==> src/hdl/dmc_core_regs.vh <==
// Register offsets, field positions, reset values and codes for the data memory core
`ifndef DMC_CORE_REGS_VH
`define DMC_CORE_REGS_VH

// Special function register offsets, same in both banks
`define DMC_OFS_PORT0 8'h00
`define DMC_OFS_PTR0 8'h01
`define DMC_OFS_PORT1 8'h02
`define DMC_OFS_PTR1 8'h03
`define DMC_OFS_BANK 8'h04
`define DMC_OFS_WORK 8'h05
`define DMC_OFS_PCL 8'h06
`define DMC_OFS_LKP 8'h07
`define DMC_OFS_LKH 8'h08
`define DMC_OFS_STAT 8'h0a

// First general purpose location, just past the special area
`define DMC_RAM_BASE 8'h41

// Bank select field
`define DMC_BANK_BIT 0
`define DMC_BANK_RST 1'b0

// Status register bit positions
`define DMC_ST_EXP 5
`define DMC_ST_SLP 4
`define DMC_ST_OV 3
`define DMC_ST_Z 2
`define DMC_ST_HC 1
`define DMC_ST_C 0

// Reset values
`define DMC_FLAG_RST 1'b0
`define DMC_ARITH_RST 4'h0
`define DMC_BYTE_RST 8'h00

// Value seen when an indirect access lands on a port location
`define DMC_NULL_READ 8'h00

// Flag operation codes from the execution core
`define DMC_OP_NONE 3'h0
`define DMC_OP_ADD 3'h1
`define DMC_OP_SUB 3'h2
`define DMC_OP_LOGIC 3'h3
`define DMC_OP_RLC 3'h4
`define DMC_OP_RRC 3'h5

`endif

==> src/hdl/dmc_core.v <==
// Core special function registers, bank logic and general data memory
// What this block does
// - Port locations access the location held in their paired pointer, not themselves.
// - Indirect access landing on a port location reads 00H, writes nothing.
// - Port zero with pointer zero always reaches bank 0.
// - Port one with pointer one reaches the bank given by the bank bit.
// - Direct accesses always reach bank 0; bank 1 data only via port one.
// - Bank select register: bit 0 chooses bank, upper seven bits read zero.
// - Every reset clears bank, except watchdog time-out reset during idle or sleep.
// - Special function registers decode the same in either bank.
// - Program counter low write jumps within page and asks one dummy cycle.
// - Table read completion loads high byte of program word into holder.
// - No register to register move; transfers use working register, ALU results reach it only when alu_to_work_i is set.
// - Status layout: expired 5, sleep 4, overflow 3, zero 2, half 1, carry 0.
// - Software writes to status change only the four arithmetic flags.
// - Expired flag cleared by power-up, watchdog clear, halt; set by time-out.
// - Sleep flag cleared by power-up or watchdog clear; set by halt.
// - Overflow set when carry into msb differs from carry out.
// - Zero flag follows whether the arithmetic or logic result is zero.
// - Half-carry set on low nibble carry, or no nibble borrow on subtract.
// - Carry set on add carry-out or subtract no-borrow; rotates update it.
// - Interrupt entry or call never saves status automatically.
`timescale 1ns/1ps
`include "dmc_core_regs.vh"

module dmc_core #(
    parameter RAM_AW = 6,
    parameter [7:0] LKH_MASK = 8'hff
) (
    input wire clk_i,
    input wire rst_b_i,
    input wire sys_rst_i,
    input wire wdt_sleep_rst_i,
    input wire wdt_timeout_i,
    input wire watchdog_clear_instruction_i,
    input wire halt_i,
    input wire acc_req_i,
    input wire acc_we_i,
    input wire [7:0] acc_addr_i,
    input wire [7:0] acc_wdata_i,
    output reg [7:0] acc_rdata_o,
    output reg acc_rvalid_o,
    output wire per_sel_o,
    output wire per_we_o,
    output wire [8:0] per_addr_o,
    output wire [7:0] per_wdata_o,
    input wire [7:0] per_rdata_i,
    input wire [7:0] pc_low_i,
    output reg pc_jump_o,
    output reg [7:0] pc_jump_low_o,
    input wire tbl_done_i,
    input wire [15:0] tbl_word_i,
    output wire [7:0] lookup_ptr_o,
    input wire alu_valid_i,
    input wire [2:0] alu_op_i,
    input wire [7:0] alu_a_i,
    input wire [7:0] alu_b_i,
    input wire alu_use_c_i,
    input wire alu_to_work_i,
    output reg [7:0] alu_result_o,
    output wire [7:0] working_reg_o,
    output wire [7:0] status_o,
    output wire [7:0] bank_o
);

    localparam RAM_WORDS = 1 << RAM_AW;
    localparam RAM_TOTAL = 2 * RAM_WORDS;

    // True for either port location
    function is_port;
        input [7:0] a;
        begin
            is_port = (a == `DMC_OFS_PORT0) || (a == `DMC_OFS_PORT1);
        end
    endfunction

    // Register state
    reg [7:0] pointer_zero;
    reg [7:0] pointer_one;
    reg bank_select_bit;
    reg [7:0] working_reg;
    reg [7:0] lookup_pointer;
    reg [7:0] lookup_high_byte;
    reg watchdog_expired_flag;
    reg sleep_entered_flag;
    reg signed_excess_flag;
    reg zero_flag;
    reg half_carry_flag;
    reg carry_flag;
    reg [7:0] ram_mem [0:RAM_TOTAL-1];

    // Address resolution
    wire via_port0;
    wire via_port1;
    wire via_port;
    wire [7:0] res_lo;
    wire res_bank;
    wire null_hit;
    wire core_hit;
    wire [7:0] ram_ofs;
    wire ram_hit;
    wire per_hit;
    wire [RAM_AW:0] ram_idx;
    wire wr_go;
    wire rd_go;

    // Direct address names a port: follow its pointer instead
    assign via_port0 = (acc_addr_i == `DMC_OFS_PORT0);
    assign via_port1 = (acc_addr_i == `DMC_OFS_PORT1);
    assign via_port = via_port0 | via_port1;
    assign res_lo = via_port0 ? pointer_zero : (via_port1 ? pointer_one : acc_addr_i);
    // Only port one honours the bank bit; direct and port zero stay in bank 0
    assign res_bank = via_port1 ? bank_select_bit : 1'b0;
    // A pointer that names a port is a dead end: read zero, drop the write
    assign null_hit = via_port & is_port(res_lo);

    // Core registers decode on low address only, so both banks see them
    assign core_hit = ~null_hit & (res_lo <= `DMC_OFS_STAT) & (res_lo != 8'h09);
    // Past the last RAM word: reads give zero, writes are dropped
    assign ram_ofs = res_lo - `DMC_RAM_BASE;
    assign ram_hit = (res_lo >= `DMC_RAM_BASE) && (ram_ofs < RAM_WORDS);
    assign per_hit = ~null_hit & ~core_hit & ~ram_hit & (res_lo < `DMC_RAM_BASE);
    // Physical location is bank joined with the offset past the RAM base
    assign ram_idx = {res_bank, ram_ofs[RAM_AW-1:0]};
    assign wr_go = acc_req_i & acc_we_i;
    assign rd_go = acc_req_i & ~acc_we_i;

    // Peripheral registers are outside; bank travels along for bank-only ones
    // Their read data is sampled on the request edge, so no wait state exists
    assign per_sel_o = acc_req_i & per_hit;
    assign per_we_o = acc_we_i;
    assign per_addr_o = {res_bank, res_lo};
    assign per_wdata_o = acc_wdata_i;

    // Flag arithmetic
    reg alu_cin;
    reg [7:0] alu_bb;
    reg [8:0] sum9;
    reg [4:0] nib5;
    reg [7:0] low8;
    reg [7:0] next_result;
    reg next_c;
    reg next_hc;
    reg next_ov;
    reg [3:0] flag_upd;

    // Subtract adds the inverse, so carry and half carry mean no borrow
    // The seven-bit sum gives the carry into the msb for overflow
    always @* begin
        alu_cin = alu_use_c_i ? carry_flag : (alu_op_i == `DMC_OP_SUB);
        alu_bb = (alu_op_i == `DMC_OP_SUB) ? ~alu_b_i : alu_b_i;
        sum9 = {1'b0, alu_a_i} + {1'b0, alu_bb} + {8'h00, alu_cin};
        nib5 = {1'b0, alu_a_i[3:0]} + {1'b0, alu_bb[3:0]} + {4'h0, alu_cin};
        low8 = {1'b0, alu_a_i[6:0]} + {1'b0, alu_bb[6:0]} + {7'h00, alu_cin};
        next_result = alu_a_i;
        next_c = carry_flag;
        next_hc = half_carry_flag;
        next_ov = signed_excess_flag;
        flag_upd = 4'h0;
        case (alu_op_i)
            `DMC_OP_ADD, `DMC_OP_SUB: begin
                next_result = sum9[7:0];
                next_c = sum9[8];
                next_hc = nib5[4];
                next_ov = low8[7] ^ sum9[8];
                flag_upd = 4'hf;
            end
            `DMC_OP_LOGIC: begin
                next_result = alu_a_i;
                flag_upd = 4'h4;
            end
            `DMC_OP_RLC: begin
                next_result = {alu_a_i[6:0], carry_flag};
                next_c = alu_a_i[7];
                flag_upd = 4'h1;
            end
            `DMC_OP_RRC: begin
                next_result = {carry_flag, alu_a_i[7:1]};
                next_c = alu_a_i[0];
                flag_upd = 4'h1;
            end
            default: begin
                flag_upd = 4'h0;
            end
        endcase
        if (!alu_valid_i) begin
            flag_upd = 4'h0;
        end
    end

    // Write decode for core registers
    wire wr_core;
    assign wr_core = wr_go & core_hit;

    // Pointers, bank, lookup pointer: plain software registers
    // Power-up clears the bank at once; other resets arrive as pulses
    always @(posedge clk_i or negedge rst_b_i) begin
        if (!rst_b_i) begin
            pointer_zero <= `DMC_BYTE_RST;
            pointer_one <= `DMC_BYTE_RST;
            lookup_pointer <= `DMC_BYTE_RST;
            bank_select_bit <= `DMC_BANK_RST;
        end else begin
            if (wr_core && res_lo == `DMC_OFS_PTR0) begin
                pointer_zero <= acc_wdata_i;
            end
            if (wr_core && res_lo == `DMC_OFS_PTR1) begin
                pointer_one <= acc_wdata_i;
            end
            if (wr_core && res_lo == `DMC_OFS_LKP) begin
                lookup_pointer <= acc_wdata_i;
            end
            // Later reset beats a bank write in the same cycle
            if (sys_rst_i) begin
                if (!wdt_sleep_rst_i) begin
                    bank_select_bit <= `DMC_BANK_RST;
                end
            end else if (wr_core && res_lo == `DMC_OFS_BANK) begin
                bank_select_bit <= acc_wdata_i[`DMC_BANK_BIT];
            end
        end
    end

    // Working register: the only staging point between two locations
    // No single access copies one location straight into another
    always @(posedge clk_i or negedge rst_b_i) begin
        if (!rst_b_i) begin
            working_reg <= `DMC_BYTE_RST;
            alu_result_o <= `DMC_BYTE_RST;
        end else begin
            if (alu_valid_i) begin
                alu_result_o <= next_result;
            end
            // ALU result wins over a bus write aimed at it
            if (alu_valid_i && alu_to_work_i) begin
                working_reg <= next_result;
            end else if (wr_core && res_lo == `DMC_OFS_WORK) begin
                working_reg <= acc_wdata_i;
            end
        end
    end

    // Table read: high byte held here, low byte written by the core
    // Read-only from the bus: a write to this location is ignored
    always @(posedge clk_i or negedge rst_b_i) begin
        if (!rst_b_i) begin
            lookup_high_byte <= `DMC_BYTE_RST;
        end else if (tbl_done_i) begin
            lookup_high_byte <= tbl_word_i[15:8] & LKH_MASK;
        end
    end

    // Program counter low write becomes a one cycle jump request
    // The core inserts its dummy cycle when it sees the pulse
    always @(posedge clk_i or negedge rst_b_i) begin
        if (!rst_b_i) begin
            pc_jump_o <= 1'b0;
            pc_jump_low_o <= `DMC_BYTE_RST;
        end else begin
            pc_jump_o <= wr_core && (res_lo == `DMC_OFS_PCL);
            if (wr_core && res_lo == `DMC_OFS_PCL) begin
                pc_jump_low_o <= acc_wdata_i;
            end
        end
    end

    // Arithmetic flags: software writes low nibble, ALU overrides per flag
    always @(posedge clk_i or negedge rst_b_i) begin
        if (!rst_b_i) begin
            signed_excess_flag <= `DMC_FLAG_RST;
            zero_flag <= `DMC_FLAG_RST;
            half_carry_flag <= `DMC_FLAG_RST;
            carry_flag <= `DMC_FLAG_RST;
        end else begin
            if (wr_core && res_lo == `DMC_OFS_STAT) begin
                signed_excess_flag <= acc_wdata_i[`DMC_ST_OV];
                zero_flag <= acc_wdata_i[`DMC_ST_Z];
                half_carry_flag <= acc_wdata_i[`DMC_ST_HC];
                carry_flag <= acc_wdata_i[`DMC_ST_C];
            end
            if (flag_upd[3]) begin
                signed_excess_flag <= next_ov;
            end
            if (flag_upd[2]) begin
                zero_flag <= (next_result == 8'h00);
            end
            if (flag_upd[1]) begin
                half_carry_flag <= next_hc;
            end
            if (flag_upd[0]) begin
                carry_flag <= next_c;
            end
        end
    end

    // System flags: set wins over clear; bus writes never reach them
    // Time-out beats both clears; halt beats the watchdog clear
    always @(posedge clk_i or negedge rst_b_i) begin
        if (!rst_b_i) begin
            watchdog_expired_flag <= `DMC_FLAG_RST;
            sleep_entered_flag <= `DMC_FLAG_RST;
        end else begin
            if (wdt_timeout_i) begin
                watchdog_expired_flag <= 1'b1;
            end else if (watchdog_clear_instruction_i || halt_i) begin
                watchdog_expired_flag <= 1'b0;
            end
            if (halt_i) begin
                sleep_entered_flag <= 1'b1;
            end else if (watchdog_clear_instruction_i) begin
                sleep_entered_flag <= 1'b0;
            end
        end
    end

    // General data memory, one location per access
    // No reset: contents are undefined after power-up, saves a wide reset tree
    always @(posedge clk_i) begin
        if (wr_go && ram_hit && !null_hit) begin
            ram_mem[ram_idx] <= acc_wdata_i;
        end
    end

    // Status image: top two bits read zero
    assign status_o = {2'b00, watchdog_expired_flag, sleep_entered_flag,
                       signed_excess_flag, zero_flag, half_carry_flag, carry_flag};
    assign bank_o = {7'h00, bank_select_bit};
    assign working_reg_o = working_reg;
    assign lookup_ptr_o = lookup_pointer;

    // Core register read mux
    // Unused slots read zero
    reg [7:0] core_rd;
    always @* begin
        case (res_lo)
            `DMC_OFS_PTR0: core_rd = pointer_zero;
            `DMC_OFS_PTR1: core_rd = pointer_one;
            `DMC_OFS_BANK: core_rd = bank_o;
            `DMC_OFS_WORK: core_rd = working_reg;
            `DMC_OFS_PCL: core_rd = pc_low_i;
            `DMC_OFS_LKP: core_rd = lookup_pointer;
            `DMC_OFS_LKH: core_rd = lookup_high_byte;
            `DMC_OFS_STAT: core_rd = status_o;
            default: core_rd = `DMC_BYTE_RST;
        endcase
    end

    // Read data registered one cycle after the request
    // Status is only a plain location here; nothing copies it on calls
    always @(posedge clk_i or negedge rst_b_i) begin
        if (!rst_b_i) begin
            acc_rdata_o <= `DMC_BYTE_RST;
            acc_rvalid_o <= 1'b0;
        end else begin
            acc_rvalid_o <= rd_go;
            if (rd_go) begin
                if (null_hit) begin
                    acc_rdata_o <= `DMC_NULL_READ;
                end else if (core_hit) begin
                    acc_rdata_o <= core_rd;
                end else if (ram_hit) begin
                    acc_rdata_o <= ram_mem[ram_idx];
                end else if (per_hit) begin
                    acc_rdata_o <= per_rdata_i;
                end else begin
                    acc_rdata_o <= `DMC_BYTE_RST;
                end
            end
        end
    end

endmodule

==> config.mk <==
export PLATFORM = sky130hd
export DESIGN_NAME = dmc_core
export DESIGN_NICKNAME = d
export VERILOG_FILES = /design/src/hdl/dmc_core.v
export VERILOG_INCLUDE_DIRS = /design/src /design/src/hdl
export SDC_FILE = /design/constraint.sdc
export NUM_CORES = 1
export LEC_CHECK = 0
export ABC_AREA = 1
export BUFFER_PORTS_ARGS = -buffer_cell sky130_fd_sc_hd__buf_2
export CAP_MARGIN = 15
export CELL_PAD_IN_SITES_DETAIL_PLACEMENT = 1
export CELL_PAD_IN_SITES_GLOBAL_PLACEMENT = 2
export CORE_ASPECT_RATIO = 0.75
export CORE_UTILIZATION = 43
export CTS_BUF_LIST = sky130_fd_sc_hd__clkbuf_4 sky130_fd_sc_hd__clkbuf_8 sky130_fd_sc_hd__clkbuf_16
export DETAILED_ROUTE_END_ITERATION = 6
export PLACE_DENSITY_LB_ADDON = 0.1
export SLEW_MARGIN = 20
export SYNTH_ARGS = -nofsm -noshare
export SYNTH_HDL_FRONTEND = slang
export SYNTH_SLANG_ARGS = --single-unit
==> constraint.sdc <==
create_clock -name clk_i -period 9.2 [get_ports clk_i]
set_clock_uncertainty 0.1 [all_clocks]
set_input_delay 1.84 -clock clk_i [delete_from_list [all_inputs] [get_ports clk_i]]
set_output_delay 1.84 -clock clk_i [all_outputs]
set_load 0.02 [all_outputs]
==> Yosys cells after proc, flatten, opt, wreduce, memory -nomap -nowiden <==
Memory sizes are Yosys's and may differ from the RTL's.
Index checks and enable logic that the tools add are counted.
{ "op_classes": {"n_addsub": 7, "magnitude_cmp": 4, "n_eq_ne": 20, "mux": 35, "n_bitwise": 17, "n_reduce_logical": 31} }
{ "ops": {"columns": ["cell", "count"], "rows": [
  ["8-bit two-way mux", 9],
  ["8-bit case mux with 8 select lines", 1],
  ["8-bit by 3-bit equality test with 1-bit output, second input constant", 4],
  ["8-bit by 2-bit equality test with 1-bit output, second input constant", 3],
  ["8-bit zero test", 3],
  ["8-bit case mux with 3 select lines", 1],
  ["1-bit two-way mux", 21],
  ["8-bit by 4-bit equality test with 1-bit output, second input constant", 2],
  ["8-bit by 7-bit less-than comparator with 1-bit output, second input constant", 2],
  ["2-bit nonzero test", 8],
  ["4-bit case mux with 3 select lines", 1],
  ["1-bit logical AND", 11],
  ["1-bit AND", 10],
  ["8-bit by 8-bit adder with 9-bit output", 1],
  ["9-bit by 1-bit adder with 9-bit output", 1],
  ["7-bit by 7-bit adder with 8-bit output", 1],
  ["8-bit by 1-bit adder with 8-bit output", 1],
  ["8-bit by 1-bit equality test with 1-bit output, second input constant", 1],
  ["8-bit by 7-bit greater-or-equal comparator with 1-bit output, second input constant", 1],
  ["8-bit by 4-bit <= comparator with 1-bit output, second input constant", 1],
  ["8-bit by 4-bit inequality test with 1-bit output, second input constant", 1],
  ["8-bit NOT", 1],
  ["2-bit AND reduction", 4],
  ["8-bit by 7-bit subtractor with 8-bit output, second input constant", 1],
  ["16 further kinds", 24]
]} }
{ "totals": {"reg_bits": 73, "mem_bits_rw": 1024, "inputBits": 80, "output_inout_bits": 77, "wordCells": 132, "memories": 1} }
{ "memory_table": {"columns": ["memory", "words", "width", "rd", "rd_ports_with_merged_regs", "wr", "line_no", "rtl"], "rows": [
  ["ram_mem", 128, 8, 1, 0, 1, "dmc_core.v:90", "reg [7:0] ram_mem [0:RAM_TOTAL-1];"]
]} }

==> Logic depth before layout (Yosys ltp) <==
Gate-level depths: netlist (run 1).
{ "depth": {"word_depth": 17, "depth_mapped": 27, "mapped_depth_nobuf": 23} }

==> Worst setup path after synthesis (run 1) <==
OpenSTA, ideal clock, no wires.
{ "synth_timing": {"path_kind": "input to output", "startpoint": "input port acc_addr_i[5]", "endpoint": "output port per_sel_o", "t_arrival_ps": 4147, "path_slack_ps": 3113, "stages": 13, "path_buffers": 2, "path_cell_list": "nor2_1 > nand2_1 > inv_2 > nand3_2 > nand2_1 > nor2_4 > buf_2 > buf_2 > ha_1 > nand4_2 > a211oi_2 > nand2_1 > nor2_1"} }
{ "synth_via": {"elab_chain_cells": 14, "word_cells_on_any_way": 25, "classes_between": "1 x add/sub; 4 x order compare; 3 x eq/ne; 2 x mux; 11 x bitwise; 4 x reduce/logical"} }
{ "synth_rtl": {"columns": ["element", "line_no", "rtl"], "rows": [
  ["from (decl)", "dmc_core.v:39", "input wire [7:0] acc_addr_i,"],
  ["branches (longest 12 deep; another with 8-bit by 7-bit subtractor with 8-bit output)", null, null],
  ["1-bit AND *", "dmc_core.v:122", "assign per_hit = ~null_hit & ~core_hit & ~ram_hit & (res_lo < `DMC_RAM_BASE);"],
  ["1-bit AND *", "dmc_core.v:130", "assign per_sel_o = acc_req_i & per_hit;"],
  ["to (decl)", "dmc_core.v:43", "output wire per_sel_o,"]
]} }
Mark *: on every way between the ends.

==> Final worst setup path (run 1) <==
{ "layout_timing": {"startpoint": "input port acc_addr_i[0]", "endpoint": "output port per_sel_o"} }
The elaborated chain is that of the path after synthesis.

==> results_dict.tcl, run 1 <==
set metrics [dict create \
    outcome "finished clean" \
    drt_iter0_drc 2487 \
    root_buffer "clkbuf_16" \
    finalInstanceArea_sq_um 57200 \
    met1_usage_pct 36.6 \
    synth_area_sq_um 51200 \
    cp.buffers_inverters 4 \
    fin_nets 5724 \
    crit_fanout 148 \
    antenna_found_initial 4 \
    reg2reg_slack_ns 4.24 \
    synth_area_per_cell_sq_um 9.18 \
    worstReg2RegStart "pointer_zero[0]$_DFFE_PN0P_" \
    io_pins 157 \
    finalSetupViolCount 0 \
    async_flop_share_pct 6.65 \
    fin_cells 7280 \
    worstPathCellList "buf_2, inv_4, nand2_1, nor2_4, nand3_4, buf_12, nand3_4, ha_1, a31oi_1, nand2_1, nand2_1, nor2_1, buf_2" \
    drt-wirelength-per-cell_um 20.9 \
    synthFlopType "edfxtp_1" \
    cp.arrival_ns 5.25 \
    cts_made_buffers 114 \
    synth_seq_cells 1097 \
    synth_cell_type_count 48 \
    crit_top_cell "nand2_1" \
    worstRegToRegCells 11 \
    setup.worst_path.end "per_sel_o" \
    worstSetupPathType "in -> out" \
    leakage_nw 25.8 \
    post_dp_cell_area_sq_um 53300 \
    drc 0 \
    synth-edff-count 1024 \
    cpPeakStageDelay_ns 0.78 \
    via_count 36956 \
    worstMarginPinSlew_ns 1.07 \
    rows 109 \
    crit_cells 13 \
    detail_route.first_pass.iterations 5 \
    ir_worst_vdd_v 0.000199 \
    synth-adder-area-share_pct 0.371 \
    grt.met3_usage_pct 3.37 \
    grt_max_degree 191 \
    hp-class "reg -> reg" \
    portBuffers 139 \
    drv_cap 0 \
    grtUsageTotal_pct 25.2 \
    hold_viol 0 \
    synthSimpleGateAreaFrac_pct 23.1 \
    area.growth.synth_to_final_pct 11.6 \
    grt_busiest_layer "met2" \
    required_ns 7.26 \
    rsz0062_at_grt "false" \
    grt_use_met2_pct 40.2 \
    netlist_instances 5581 \
    maxSlewHeadroom_pct 28.8 \
    timing.final.ws_setup_ns 2.01 \
    fmax_ghz 0.139 \
    setup.worst_path.end_class "output pin" \
    antennaDiodeCount 0 \
    synth_compound_area_share_pct 3.80 \
    routabilityCongestion 0.827 \
    synth_xor_area_share_pct 0.235 \
    clkSinkCount 1097 \
    grt_pass1_vias 36861 \
    fin_crit_sh_pct 78.1 \
    core_region_area_sq_um 118000 \
    power.density_nw_per_um2 198 \
    die_h_um 301 \
    synth_top_family_by_area "simple AND/OR/NAND/NOR gates" \
    crit_family "simple AND/OR/NAND/NOR gates" \
    clkTransAtPathRegs_ns 0.06 \
    worstReg2RegEnd "ram_mem[79][5]$_DFFE_PP_" \
    critPathLaunchType "input pin" \
    clock_path_buffers 3 \
    grt_pass1_wl_um 229000 \
    clock_latency_ns 0.74 \
    fin_setup_tns_ns 0 \
    place_ws_ns 1.93 \
    die_area_sq_um 121000 \
    drv_slew 0 \
    timing.critical_path.from "acc_addr_i[0]" \
    hpwl_um 90200 \
    h-tree-depth 3 \
    synth-seq-area-share_pct 63.6 \
    cts_setup_buffers 0 \
    dp.cells 7068 \
    cts_tree "built" \
    wirelength_um 152000 \
    initial_utilization_pct 43.4 \
    grt-ovfl-total 0 \
    layout_common_cells "2,416 x nand2_1, 1,024 x edfxtp_1, 840 x inv_1" \
    fin_crit_ns 7.19 \
    cpMaxStageDelayCell "nand3_4" \
    synthMuxAreaShare_pct 0.0195 \
    chipWidth_um 401 \
    cts_resized 0 \
    ys_warn_count 0 \
    cts_hold_buf 0 \
    vias_per_cell 5.08 \
    layout_commonest_cell "nand2_1" \
    antenna_left 0 \
    drive_gt1_share_pct 8.38 \
]
-- sequential cells by signal, indices dropped and copies added, names as in the netlist --
signal	cells
lookup_high_byte	8
alu_result_o	8
half_carry_flag	1
bank_select_bit	1
ram_mem	1024
lookup_ptr_o	8
watchdog_expired_flag	1
signed_excess_flag	1
zero_flag	1
pointer_one	8
pc_jump_o	1
working_reg_o	8
acc_rvalid_o	1
sleep_entered_flag	1
acc_rdata_o	8
carry_flag	1
pointer_zero	8
pc_jump_low_o	8
-- routing by layer --
metal,wire length [um],part of all wire [%]
met1,71900,47
met2,69400,46
met3,7150,4.7
met4,3350,2.2
met5,0,0
-- Yosys cell counts, types with 4 or more instances --
cell	instances	area share [%]
a21oi_1	26	0.25
a31oi_1	4	0.049
buf_1	31	0.23
buf_2	104	1.0
buf_4	28	0.41
clkbuf_1	121	0.89
dfrtp_1	73	3.6
edfxtp_1	1024	60
ha_1	12	0.29
inv_1	841	6.2
inv_2	12	0.088
nand2_1	2416	18
nand3_1	44	0.43
nand3_2	14	0.27
nand4_1	159	1.9
nand4_2	4	0.098
nor2_1	253	1.9
nor2_4	10	0.22
nor3_1	5	0.049
o21ai_0	285	2.8
o21ai_1	29	0.28
o21bai_1	4	0.059
o22ai_1	15	0.18
or2_2	26	0.32
xnor2_1	9	0.15
-- worst min path at each step --
stage	startpoint	end	slack, ns	cells past startpoint
finish	acc_rdata_o[4]$_DFFE_PN0P_	acc_rdata_o[4]$_DFFE_PN0P_	0.38	2
global placement	alu_result_o[4]$_DFFE_PN0P_	alu_result_o[4]$_DFFE_PN0P_	0.36	2
detailed placement	acc_rdata_o[7]$_DFFE_PN0P_	acc_rdata_o[7]$_DFFE_PN0P_	0.36	2
floorplan	pointer_one[5]$_DFFE_PN0P_	pointer_one[5]$_DFFE_PN0P_	0.36	2
global route	pc_jump_low_o[0]$_DFFE_PN0P_	pc_jump_low_o[0]$_DFFE_PN0P_	0.41	2
CTS	acc_rdata_o[7]$_DFFE_PN0P_	acc_rdata_o[7]$_DFFE_PN0P_	0.38	2
-- power by group --
part | total, mW | leakage, nW | switching (mW) | internal, mW
clock | 4.77 | 1.90 | 2.02 | 2.75
sequential | 5.50 | 10.2 | 0.0214 | 5.48
combinational | 1.03 | 13.8 | 0.785 | 0.249
-- worst register-to-register path, cell delays in order (launching register included) --
cell and delay, ns:
dfrtp_1 0.42, nand2_4 0.37, inv_2 0.09, nor2_4 0.20, buf_4 0.70, nand4_1 0.28, nand3_1 0.19, nand3_4 0.19
nor2_8 0.25, nand3_2 0.61, buf_4 0.48, nor2_1 0.70
-- per-stage QoR --
| stage | util (%) | power (mW) | hold WS [ns] |
|---|---|---|---|
| after floorplan | - | 6.20 | 0.359 |
| after global placement | 45.2 | 6.64 | 0.362 |
| after detailed placement | 45.2 | 6.65 | 0.364 |
| after CTS | 48.5 | 11.4 | 0.381 |
| after global routing | 48.5 | 11.7 | 0.412 |
| final | 48.5 | 11.3 | 0.378 |
-- area by class of cell --
class	count	area, sq um
Sequential cell	1097	32600
Clock inverter	71	678
Fill cell	13477	60800
Clock buffer	141	3140
Timing Repair Buffer	210	1410
Multi-Input combinational cell	3352	14200
Tap cell	1554	1940
Inverter	855	3220
-- kinds of logic (layout without fill, tap and decap cells) --
kind of cell	count (synthesis)	after routing
and+or+nand+nor	2942	2942
buffers and inverters	1140	1277
DFF	1097	1097
AOI/OAI and AO/OA	374	374
adders and majority gates	14	14
xor gates and xnor gates	12	12
other	1	9
muxes	1	1
(Power assumes the default switching activity.)
==> inputs of run 2 (changes only) <==
--- a/config.mk
+++ b/config.mk
@@ -12,7 +12,7 @@
 export CELL_PAD_IN_SITES_DETAIL_PLACEMENT = 1
 export CELL_PAD_IN_SITES_GLOBAL_PLACEMENT = 2
 export CORE_ASPECT_RATIO = 0.75
-export CORE_UTILIZATION = 43
+export CORE_UTILIZATION = 40
 export CTS_BUF_LIST = sky130_fd_sc_hd__clkbuf_4 sky130_fd_sc_hd__clkbuf_8 sky130_fd_sc_hd__clkbuf_16
 export DETAILED_ROUTE_END_ITERATION = 6
 export PLACE_DENSITY_LB_ADDON = 0.1
==> constraint.sdc (replaced) <==
create_clock -name clk_i -period 7.22 [get_ports clk_i]
set_clock_uncertainty 0.1 [all_clocks]
set_input_delay 1.444 -clock clk_i [delete_from_list [all_inputs] [get_ports clk_i]]
set_output_delay 1.444 -clock clk_i [all_outputs]
set_load 0.02 [all_outputs]
==> results_dict.tcl, run 2 (synthesis gave the netlist of run 1 again) <==
set metrics [dict create \
    clock_path_buffers 3 \
    worstRegToRegCells 19 \
    drc 0 \
    fin_setup_tns_ns 0 \
    seqPwrFrac_pct 49.3 \
    timing.critical_path.from "acc_addr_i[7]" \
    layout_commonest_cell "nand2_1" \
    portBuffers 139 \
    power.density_nw_per_um2 249 \
    cpMaxStageDelayCell "nand3_4" \
    drv_cap 0 \
    cp.arrival_ns 4.36 \
    grt_pass1_wl_um 235000 \
    worstReg2RegStart "pointer_one[0]$_DFFE_PN0P_" \
    core_region_area_sq_um 127000 \
    vias_per_cell 4.97 \
    worstSetupPathType "in -> out" \
    fin_crit_ns 5.90 \
    cts_hold_buf 0 \
    io_pins 157 \
    drive_gt1_share_pct 8.22 \
    setup.worst_path.end_class "output pin" \
    detail_route.first_pass.iterations 5 \
    worstMarginPinSlew_ns 1.18 \
    switching_share_pct 25.2 \
    seq_area_sq_um 32600 \
    power.internal_mw 10.6 \
    fin_cells 7386 \
    worstReg2RegEnd "acc_rdata_o[3]$_DFFE_PN0P_" \
    hpwl_um 93400 \
    via_count 36741 \
    switchingPower_mw 3.58 \
    clkTransAtPathRegs_ns 0.06 \
    routabilityCongestion 0.841 \
    initial_utilization_pct 40.4 \
    grt-ovfl-total 0 \
    finalSetupViolCount 0 \
    hold_viol 0 \
    grt_pass1_vias 36843 \
    cpPeakStageDelay_ns 0.69 \
    antenna_left 0 \
    multi_input_area_sq_um 14200 \
    crit_family "simple AND/OR/NAND/NOR gates" \
    h-tree-depth 3 \
    antenna_found_initial 6 \
    setup.worst_path.end "per_sel_o" \
    clockPowerShare_pct 41.3 \
    rsz0062_at_grt "false" \
    required_ns 5.68 \
    critPathLaunchType "input pin" \
    fin_crit_sh_pct 81.7 \
    chipWidth_um 415 \
    cp.buffers_inverters 4 \
    leakage_nw 25.7 \
    fin_nets 5720 \
    root_buffer "clkbuf_16" \
    regMostFlops "ram_mem" \
    crit_top_cell "nand2_1" \
    drt_iter0_drc 2784 \
    crit_fanout 48 \
    hp-class "reg -> reg" \
    place_ws_ns 1.33 \
    fmax_ghz 0.169 \
    timing.final.ws_setup_ns 1.32 \
    clkSinkCount 1097 \
    cts_setup_buffers 0 \
    cts_made_buffers 115 \
    die_area_sq_um 129000 \
    largest_reg_flops 1024 \
    outcome "finished clean" \
    worstPathCellList "buf_2, nor2_1, nand2_1, inv_2, nand3_4, buf_4, nand3_4, ha_1, a31oi_1, nand2_1, nand2_1, nor2_1, buf_2" \
    dp.cells 7176 \
    reg2reg_slack_ns 2.89 \
    crit_cells 13 \
    cts_tree "built" \
    p_comb_share_pct 9.4 \
    maxSlewHeadroom_pct 21.1 \
    grtUsageTotal_pct 24.2 \
    ir_worst_vdd_v 0.000263 \
    rows 113 \
    fillCellCount 14420 \
    clock_latency_ns 0.74 \
    die_h_um 312 \
    cts_resized 0 \
    layout_common_cells "2,416 x nand2_1, 1,024 x edfxtp_1, 840 x inv_1" \
    grt_max_degree 148 \
    wirelength_um 156000 \
    drt-wirelength-per-cell_um 21.2 \
    area.growth.synth_to_final_pct 11.6 \
    drv_slew 0 \
]
## run 2: final cells by class
type | count | area share, %
multi-input cells | 3352 | 24.8
inverters | 855 | 5.64
well taps | 1667 | 3.65
flip-flops and latches | 1097 | 57.0
repair buffers | 205 | 2.44
diodes | 2 | 0.00876
clock buffers | 148 | 5.49
clock inverters | 60 | 0.920
## run 2: worst min-delay path, stage by stage, from the launching register on
cell     delay (ns)
dfrtp_1        0.34
nand2_1        0.05
nand2_1        0.05
## run 2: power by group through the flow
stage	clock [mW]	sequential, mW	combinational (mW)
after floorplan	0	7.16	0.734
after global placement	0	7.14	1.34
after detailed placement	0	7.15	1.35
after CTS	6.00	7.01	1.36
after global routing	6.22	7.01	1.49
final	5.87	7.01	1.34
## run 2: through the flow
stage / instance area (sq um) / hold WS (ns) / utilization, % / total power, mW
2_1_floorplan: 51200 / 0.359 / - / 7.90
3_3_place_gp: 53500 / 0.362 / 42.2 / 8.48
3_5_place_dp: 53500 / 0.364 / 42.2 / 8.50
4_1_cts: 57100 / 0.376 / 45.0 / 14.4
5_1_grt: 57100 / 0.388 / 45.1 / 14.7
6_report: 57100 / 0.377 / 45.1 / 14.2
## run 2: how the worst min path moves through the flow
stage                               start                          end  slack [ns]  cells after the start
3_3_place_gp   acc_rdata_o[2]$_DFFE_PN0P_   acc_rdata_o[2]$_DFFE_PN0P_        0.36                      2
6_report       acc_rdata_o[5]$_DFFE_PN0P_   acc_rdata_o[5]$_DFFE_PN0P_        0.38                      2
2_1_floorplan  pointer_one[5]$_DFFE_PN0P_   pointer_one[5]$_DFFE_PN0P_        0.36                      2
5_1_grt                           rst_b_i  alu_result_o[0]$_DFFE_PN0P_        0.39                      1
3_5_place_dp   acc_rdata_o[5]$_DFFE_PN0P_   acc_rdata_o[5]$_DFFE_PN0P_        0.36                      2
4_1_cts                           rst_b_i  alu_result_o[0]$_DFFE_PN0P_        0.38                      1
## run 2: metal layers
layer,global-route usage [%],vias up,part of all wire [%]
li1,-,17712,-
met1,36.1,18195,49
met2,37.2,649,45
met3,3.81,181,4.6
met4,4.88,4,1.8
met5,0,-,0.017
